--- src/core/dis_pkg.sv ---
// shared constants and types for the debounced input serializer
package dis_pkg;

    // --------------------------------------------------------------
    // geometry and timing
    // --------------------------------------------------------------
    localparam int          CHANNELS      = 8;
    localparam int          CLK_PERIOD_PS = 4000;
    localparam int          DB_LONG_MS    = 3;
    localparam int          DB_SHORT_MS   = 1;
    localparam int          DB_NONE_MS    = 0;
    localparam int          PS_PER_MS     = 1000000000;
    localparam int          DB_LONG_CYC   = (DB_LONG_MS * (PS_PER_MS / CLK_PERIOD_PS));
    localparam int          DB_SHORT_CYC  = (DB_SHORT_MS * (PS_PER_MS / CLK_PERIOD_PS));
    localparam int          DB_CNT_W      = 20;
    localparam logic [7:0]  FILT_RESET    = 8'h00;
    localparam logic [7:0]  SHIFT_RESET   = 8'h00;

    // --------------------------------------------------------------
    // debounce select codes {select_high, select_low}, 1 = open
    // --------------------------------------------------------------
    localparam logic [1:0]  DB_SEL_3MS    = 2'h3;
    localparam logic [1:0]  DB_SEL_1MS    = 2'h2;
    localparam logic [1:0]  DB_SEL_BYPASS = 2'h1;
    localparam logic [1:0]  DB_SEL_RSVD   = 2'h0;

    // --------------------------------------------------------------
    // interrupt status / mask layout
    // --------------------------------------------------------------
    localparam logic [1:0]  REG_STATUS    = 2'h0;
    localparam logic [1:0]  REG_MASK      = 2'h1;
    localparam logic [1:0]  REG_CHANNELS  = 2'h2;
    localparam int          EV_CHANGE     = 0;
    localparam int          EV_OVER_TEMP  = 1;
    localparam int          EV_SHUTDOWN   = 2;
    localparam logic [2:0]  MASK_RESET    = 3'h0;

    typedef struct packed {
        logic load_n;
        logic sclk;
        logic enable_n;
        logic sdata;
    } serial_ctl_t;

    typedef struct packed {
        logic over_temp;
        logic shutdown;
    } thermal_t;

endpackage

--- src/core/debounced_input_serializer.sv ---
// eight-channel debounced input serializer core
// How it works
// - input accepted only after full stable interval
// - select pins choose 3 ms, 1 ms, bypass
// - load low copies filtered bits into stages
// - shift on enabled serial clock rising edge
// - load high blocks filtered inputs from register
// - enable high freezes register despite clock
// - shift toward output, serial input enters first
// - eight stages, output shows last stage
// - first trip point drives temp ok low
// - second trip point three-states serial out and temp ok
// - temp ok still reads low in shutdown
`timescale 1ns/1ps
module debounced_input_serializer
    import dis_pkg::*;
#(
    parameter int          DB_LONG   = DB_LONG_CYC,
    parameter int          DB_SHORT  = DB_SHORT_CYC,
    parameter bit          MSB_FIRST = 1'b1
) (
    // clock and reset
    input  wire logic        clk_i,
    input  wire logic        rst_b_i,
    // field side
    input  wire logic [7:0]  field_inputs_i,
    input  wire logic        debounce_select_low_i,
    input  wire logic        debounce_select_high_i,
    // serial controller side
    input  wire serial_ctl_t ctl_i,
    output logic             serial_out_o,
    output logic             serial_out_oe_o,
    // thermal sensor
    input  wire thermal_t    thermal_i,
    output logic             temp_ok_n_o,
    output logic             temp_ok_n_oe_o,
    // register port
    input  wire logic [1:0]  reg_addr_i,
    input  wire logic [7:0]  reg_wdata_i,
    input  wire logic        reg_wr_i,
    input  wire logic        reg_rd_i,
    output logic [7:0]       reg_rdata_o,
    output logic             irq_o
);

    initial begin
        if (DB_LONG < 1 || DB_SHORT < 1 || DB_LONG >= (1 << DB_CNT_W)
            || DB_SHORT > DB_LONG) begin
            $error("debounce counts out of range");
        end
    end

    // --------------------------------------------------------------
    // synchronisers
    // --------------------------------------------------------------
    logic [7:0]  field_s1_r;
    logic [7:0]  field_s2_r;
    logic [1:0]  sel_s1_r;
    logic [1:0]  sel_s2_r;
    logic [3:0]  ctl_s1_r;
    logic [3:0]  ctl_s2_r;
    logic [1:0]  therm_s1_r;
    logic [1:0]  therm_s2_r;

    always_ff @(posedge clk_i or negedge rst_b_i) begin
        if (!rst_b_i) begin
            field_s1_r <= 8'h00;
            field_s2_r <= 8'h00;
            sel_s1_r   <= 2'h3;
            sel_s2_r   <= 2'h3;
            ctl_s1_r   <= 4'hA;
            ctl_s2_r   <= 4'hA;
            therm_s1_r <= 2'h0;
            therm_s2_r <= 2'h0;
        end else begin
            field_s1_r <= field_inputs_i;
            field_s2_r <= field_s1_r;
            sel_s1_r   <= {debounce_select_high_i, debounce_select_low_i};
            sel_s2_r   <= sel_s1_r;
            ctl_s1_r   <= ctl_i;
            ctl_s2_r   <= ctl_s1_r;
            therm_s1_r <= thermal_i;
            therm_s2_r <= therm_s1_r;
        end
    end

    logic load_n;
    logic sclk;
    logic enable_n;
    logic sdata;
    logic over_temp;
    logic shutdown;

    assign load_n    = ctl_s2_r[3];
    assign sclk      = ctl_s2_r[2];
    assign enable_n  = ctl_s2_r[1];
    assign sdata     = ctl_s2_r[0];
    assign over_temp = therm_s2_r[1];
    assign shutdown  = therm_s2_r[0];

    // --------------------------------------------------------------
    // debounce filter
    // --------------------------------------------------------------
    logic [DB_CNT_W-1:0] db_limit;

    // reserved code behaves as the longest interval, the safe choice
    always_comb begin
        unique case (sel_s2_r)
            DB_SEL_3MS:    db_limit = DB_CNT_W'(DB_LONG);
            DB_SEL_1MS:    db_limit = DB_CNT_W'(DB_SHORT);
            DB_SEL_BYPASS: db_limit = '0;
            default:       db_limit = DB_CNT_W'(DB_LONG);
        endcase
    end

    logic [DB_CNT_W-1:0] db_cnt_r [CHANNELS];
    logic [7:0]          filtered_channel_bits_r;
    logic [7:0]          filt_change;

    always_ff @(posedge clk_i or negedge rst_b_i) begin
        if (!rst_b_i) begin
            filtered_channel_bits_r <= FILT_RESET;
            for (int i = 0; i < CHANNELS; i++) begin
                db_cnt_r[i] <= '0;
            end
        end else begin
            for (int i = 0; i < CHANNELS; i++) begin
                if (field_s2_r[i] == filtered_channel_bits_r[i]) begin
                    db_cnt_r[i] <= '0;
                end else if (db_cnt_r[i] + 1'b1 >= db_limit) begin
                    db_cnt_r[i] <= '0;
                    filtered_channel_bits_r[i] <= field_s2_r[i];
                end else begin
                    db_cnt_r[i] <= db_cnt_r[i] + 1'b1;
                end
            end
        end
    end

    always_comb begin
        for (int i = 0; i < CHANNELS; i++) begin
            filt_change[i] = (field_s2_r[i] != filtered_channel_bits_r[i])
                             && (db_cnt_r[i] + 1'b1 >= db_limit);
        end
    end

    // --------------------------------------------------------------
    // shift register
    // --------------------------------------------------------------
    logic       sclk_d_r;
    logic       shift_ev;
    logic [7:0] shift_r;
    logic [7:0] load_word;

    always_ff @(posedge clk_i or negedge rst_b_i) begin
        if (!rst_b_i) begin
            sclk_d_r <= 1'b0;
        end else begin
            sclk_d_r <= sclk;
        end
    end

    assign shift_ev = sclk && !sclk_d_r && load_n && !enable_n;
    // channel 7 nearest the output unless reversed
    assign load_word = MSB_FIRST ? filtered_channel_bits_r
                                 : {<<{filtered_channel_bits_r}};

    always_ff @(posedge clk_i or negedge rst_b_i) begin
        if (!rst_b_i) begin
            shift_r <= SHIFT_RESET;
        end else if (!load_n) begin
            shift_r <= load_word;
        end else if (shift_ev) begin
            shift_r <= {shift_r[6:0], sdata};
        end
    end

    // --------------------------------------------------------------
    // pins and thermal
    // --------------------------------------------------------------
    always_ff @(posedge clk_i or negedge rst_b_i) begin
        if (!rst_b_i) begin
            serial_out_o    <= 1'b0;
            serial_out_oe_o <= 1'b0;
            temp_ok_n_o     <= 1'b0;
            temp_ok_n_oe_o  <= 1'b0;
        end else begin
            serial_out_o    <= shift_r[7];
            serial_out_oe_o <= !shutdown;
            // pin undriven in shutdown; bench pull-down reads low
            temp_ok_n_o     <= !(over_temp || shutdown);
            temp_ok_n_oe_o  <= !shutdown;
        end
    end

    // --------------------------------------------------------------
    // interrupts and registers
    // --------------------------------------------------------------
    logic [2:0] status_r;
    logic [2:0] mask_r;
    logic [2:0] events;
    logic       ot_d_r;
    logic       sd_d_r;
    logic       clr_status;

    always_ff @(posedge clk_i or negedge rst_b_i) begin
        if (!rst_b_i) begin
            ot_d_r <= 1'b0;
            sd_d_r <= 1'b0;
        end else begin
            ot_d_r <= over_temp;
            sd_d_r <= shutdown;
        end
    end

    assign events     = {shutdown && !sd_d_r, over_temp && !ot_d_r, |filt_change};
    assign clr_status = reg_rd_i && (reg_addr_i == REG_STATUS);

    // a new event beats the read-clear in the same cycle
    always_ff @(posedge clk_i or negedge rst_b_i) begin
        if (!rst_b_i) begin
            status_r <= 3'h0;
        end else begin
            status_r <= (clr_status ? 3'h0 : status_r) | events;
        end
    end

    always_ff @(posedge clk_i or negedge rst_b_i) begin
        if (!rst_b_i) begin
            mask_r <= MASK_RESET;
        end else if (reg_wr_i && reg_addr_i == REG_MASK) begin
            mask_r <= reg_wdata_i[2:0];
        end
    end

    always_ff @(posedge clk_i or negedge rst_b_i) begin
        if (!rst_b_i) begin
            reg_rdata_o <= 8'h00;
        end else if (reg_rd_i) begin
            unique case (reg_addr_i)
                REG_STATUS:   reg_rdata_o <= {5'h00, status_r};
                REG_MASK:     reg_rdata_o <= {5'h00, mask_r};
                REG_CHANNELS: reg_rdata_o <= filtered_channel_bits_r;
                default:      reg_rdata_o <= 8'h00;
            endcase
        end else begin
            reg_rdata_o <= 8'h00;
        end
    end

    always_ff @(posedge clk_i or negedge rst_b_i) begin
        if (!rst_b_i) begin
            irq_o <= 1'b0;
        end else begin
            irq_o <= |((((clr_status ? 3'h0 : status_r) | events)) & mask_r);
        end
    end
endmodule

--- config.mk ---
export PLATFORM = sky130hd
export DESIGN_NAME = debounced_input_serializer
export DESIGN_NICKNAME = d
export VERILOG_FILES = /design/src/core/dis_pkg.sv /design/src/core/debounced_input_serializer.sv
export SDC_FILE = /design/constraint.sdc
export NUM_CORES = 1
export LEC_CHECK = 0
export ABC_AREA = 1
export BUFFER_PORTS_ARGS = -buffer_cell sky130_fd_sc_hd__buf_2
export CORE_AREA = 2 2 175 177
export CTS_CLUSTER_SIZE = 8
export DETAILED_ROUTE_END_ITERATION = 7
export DIE_AREA = 0 0 177 179
export GPL_ROUTABILITY_DRIVEN = 0
export GPL_TIMING_DRIVEN = 0
export PLACE_DENSITY = 0.58
export SLEW_MARGIN = 10
export SYNTH_ARGS = -nofsm -noshare
export SYNTH_HDL_FRONTEND = slang
export SYNTH_SLANG_ARGS = --single-unit
--- constraint.sdc ---
create_clock -name clk_i -period 3.9 [get_ports clk_i]
set_input_delay 0.39 -clock clk_i [delete_from_list [all_inputs] [get_ports clk_i]]
set_output_delay 0.39 -clock clk_i [all_outputs]
set_load 0.01 [all_outputs]
==> flow_metrics.tcl <==
set metrics [dict create \
    clockPowerShare 0.486 \
    cts_tree "yes" \
    busiest_layer "met2" \
    drive_above_1_share 0.105 \
    h-tree-depth 2 \
    wl_per_cell_um 13.4 \
    slowest_stage "dfrtp_1" \
    dpl-instance-area_sq_um 14100 \
    path_max_fanout 6 \
    p_seq_frac 0.453 \
    fin_worst_skew_ns 0.0122 \
    portBuffers 37 \
    area_delta_synth_final_pct 14.3 \
    yosysWarnings 0 \
    clkLatencyLatePin_ns 0.50 \
    p_int_uw 4200 \
    antenna_cells 0 \
    met3_usage 0.0271 \
    cts_buffers 34 \
    via_per_inst 4.81 \
    async_reset_ff_frac 1.00 \
    grt_max_degree 105 \
    synth_area_sq_um 13300 \
    core-area_sq_um 30000 \
    fin_worst_hold_slack_ns 0.0198 \
    period_share 0.868 \
    fin_crit_ns 3.38 \
    final_nets 1874 \
    vias 10400 \
    combPwrFrac 0.062 \
    hold_viol 0 \
    syn_nets 1781 \
    synth_edf_count 0 \
    yosys_most_used_dff "dfrtp_1" \
    p_leak_uw 0.00771 \
    r2r_slack_ns 0.52 \
    fmax_mhz 296 \
    setup.worst_path.start_class "register" \
    tns_ns 0 \
    fp.dieArea_sq_um 31700 \
    cts_buffer_depth 3 \
    crit_arrival_ns 3.77 \
    crit_type "reg -> reg" \
    initial_core_util 0.443 \
    critPathMaxStageDelay_ns 0.38 \
    num_io_pins 43 \
    end_kind "register" \
    max-slew-margin-rel 0.339 \
    dpl.hpwl_um 20400 \
    drv_cap 0 \
    dp_cells 2090 \
    holdCritPathClass "in -> reg" \
    post-cts-setup-buffers 0 \
    drt_iter0_drc 487 \
    grt_pass1_vias 10300 \
    final_util 0.506 \
    stdcell_count 2159 \
    fp.dieH_um 179 \
    cts.sinks 229 \
    rsz0062_at_grt "no" \
    p_switching_uw 1300 \
    outcome "finished, final reports clean" \
    required_ns 4.28 \
    finalSetupViolations 0 \
    overflow 0 \
    synth_cells 1653 \
    gr-usage-met2 0.314 \
    path_cells "ha_1 -> nand3_2 -> nor3_2 -> nand3_1 -> or2_2 -> nor3b_2 -> xnor2_1 -> inv_1 -> ha_1 -> and3_1 -> nand3_1 -> nor2_1 -> nor2_1 -> nand2_2 -> nand2_1 -> nand3_2 -> nor2_2 -> nand2_2 -> nand2_1 -> nand2_1" \
    ys_types 47 \
    chipWidth_um 177 \
    drc 0 \
    wl_um 28900 \
    final_cell_area_sq_um 15200 \
    ant_nets 0 \
    avgSynthCellArea_sq_um 8.05 \
    max-vdd-ir-drop_v 0.000301 \
    timing.critical_path.mode_cell "nand2_1" \
    drtPass1Iterations 6 \
    worstMarginPinSlew_ns 0.984 \
    cts_root_buf "clkbuf_16" \
    slew_viol_final 0 \
    grt_pass1_wl_um 49000 \
    antenna_found_initial 0 \
    holdBufCountCts 16 \
    swShare 0.236 \
    synth-seq-area-share 0.432 \
    ys_ff_latch 229 \
    p_per_area_nw_per_um2 362 \
    grtUsageTotal 0.191 \
    path_clk_slew_ns 0.05 \
    met1_usage 0.262 \
    post_cts_resize_count 0 \
    rows 64 \
]
cell usage after synthesis, types with 4 or more instances:
cell type	number	share of area
a211oi_1	6	0.0034
a21oi_1	52	0.020
and3_1	7	0.0033
buf_2	17	0.0064
clkbuf_1	4	0.0011
dfrtp_1	221	0.42
dfstp_2	8	0.016
ha_1	98	0.092
inv_1	244	0.069
mux2_2	4	0.0034
nand2_1	348	0.098
nand2_2	18	0.0085
nand3_1	83	0.031
nand3_2	8	0.0060
nand3b_1	12	0.0068
nand4_1	32	0.015
nor2_1	270	0.076
nor2_2	17	0.0080
nor2_4	6	0.0051
nor3_1	37	0.014
nor3_2	7	0.0053
nor3b_2	5	0.0047
o21ai_0	17	0.0064
o21bai_1	6	0.0034
or2_2	4	0.0019
xnor2_1	20	0.013
xor2_1	73	0.048
cells in the final DEF (no fill, tap or decap), types with 4 or more instances in the layout:
| cell | count |
|---|---|
| nor2_2 | 17 |
| inv_1 | 243 |
| dfrtp_1 | 221 |
| inv_2 | 4 |
| dfstp_2 | 8 |
| or2_2 | 4 |
| a211oi_1 | 6 |
| nand2_1 | 348 |
| nand3b_1 | 12 |
| o21bai_1 | 6 |
| clkbuf_16 | 35 |
| nor2_1 | 270 |
| xnor2_1 | 20 |
| ha_1 | 97 |
| and3_1 | 7 |
| mux2_2 | 4 |
| nand3_2 | 8 |
| buf_2 | 53 |
| nor3_2 | 7 |
| nand4_1 | 32 |
| xor2_1 | 73 |
| a21oi_1 | 52 |
| nor3_1 | 37 |
| o21ai_0 | 17 |
| clkbuf_1 | 21 |
| nor2_4 | 6 |
| nand3_1 | 83 |
| dlygate4sd3_1 | 16 |
| nor3b_2 | 5 |
| nand2_2 | 18 |
metal layers:
layer | up-vias | part of all wire
met1 | 4802 | 0.49
met4 | 0 | 0.021
met2 | 144 | 0.46
li1 | 5405 | -
met3 | 36 | 0.036
met5 | - | 0
critical path: cells and delay by family, from the launching register on:
kind	cells	cell delay (ns)
flops	1	0.38
fa+ha+maj	2	0.57
buf+inv	1	0.07
simple gates	16	2.11
xor+xnor	1	0.16
power groups by stage:
stage / Sequential, uW / Combinational (uW) / Clock, uW
final: 2490 / 340 / 2670
after global routing: 2500 / 394 / 2870
after CTS: 2490 / 349 / 2770
after detailed placement: 2530 / 334 / 0
after global placement: 2530 / 314 / 0
after floorplan: 2520 / 177 / 0
stage by stage:
| stage | total power [uW] | setup WS (ns) |
|---|---|---|
| 3_3_place_gp | 2840 | -1.83 |
| 6_report | 5500 | 0.517 |
| 3_5_place_dp | 2860 | 0.514 |
| 5_1_grt | 5760 | 0.138 |
| 4_1_cts | 5610 | 0.479 |
| 2_1_floorplan | 2700 | 0.763 |
final timing paths:
path / startpoint / end / depth (start not counted)
worst min-delay path: thermal_i[1] / therm_s1_r[1] / 1
worst min register to register: field_s1_r[7] / field_s2_r[7] / 0
min in group asynchronous: rst_b_i / db_cnt_r[145] / 2
worst max-delay path: db_cnt_r[40] / irq_o / 20
max in group asynchronous: rst_b_i / filtered_channel_bits_r[6] / 3
worst max register to register: db_cnt_r[40] / irq_o / 20
registers in the layout, indices dropped and copies added, names as in the netlist, 2 cells and up:
| signal | flops |
|---|---|
| reg_rdata_o | 8 |
| sel_s2_r | 2 |
| ctl_s2_r | 4 |
| sel_s1_r | 2 |
| therm_s2_r | 2 |
| status_r | 3 |
| therm_s1_r | 2 |
| mask_r | 3 |
| filtered_channel_bits_r | 8 |
| field_s2_r | 8 |
| field_s1_r | 8 |
| db_cnt_r | 160 |
| ctl_s1_r | 4 |
| shift_r | 8 |
layout make-up:
cell class                      count  area [sq um]
Multi-Input combinational cell   1155          6530
Fill cell                        2868         14800
Inverter                          247           927
Sequential cell                   229          5740
Tap cell                          396           495
Clock inverter                      1          8.76
Buffer                             22           108
Clock buffer                       52           940
Timing Repair Buffer               57           450
cell families after synthesis:
| group | Yosys count | synth area share |
|---|---|---|
| buffers and inverters | 269 | 0.0778 |
| adder cells (fa/ha/maj) | 98 | 0.0922 |
| XOR/XNOR | 93 | 0.0612 |
| AO/OA/AOI/OAI | 95 | 0.0409 |
| multiplexers | 4 | 0.00339 |
| AND/OR/NAND/NOR | 865 | 0.293 |
| flip-flops | 229 | 0.432 |
No activity file was read; power rests on OpenSTA's default activity.
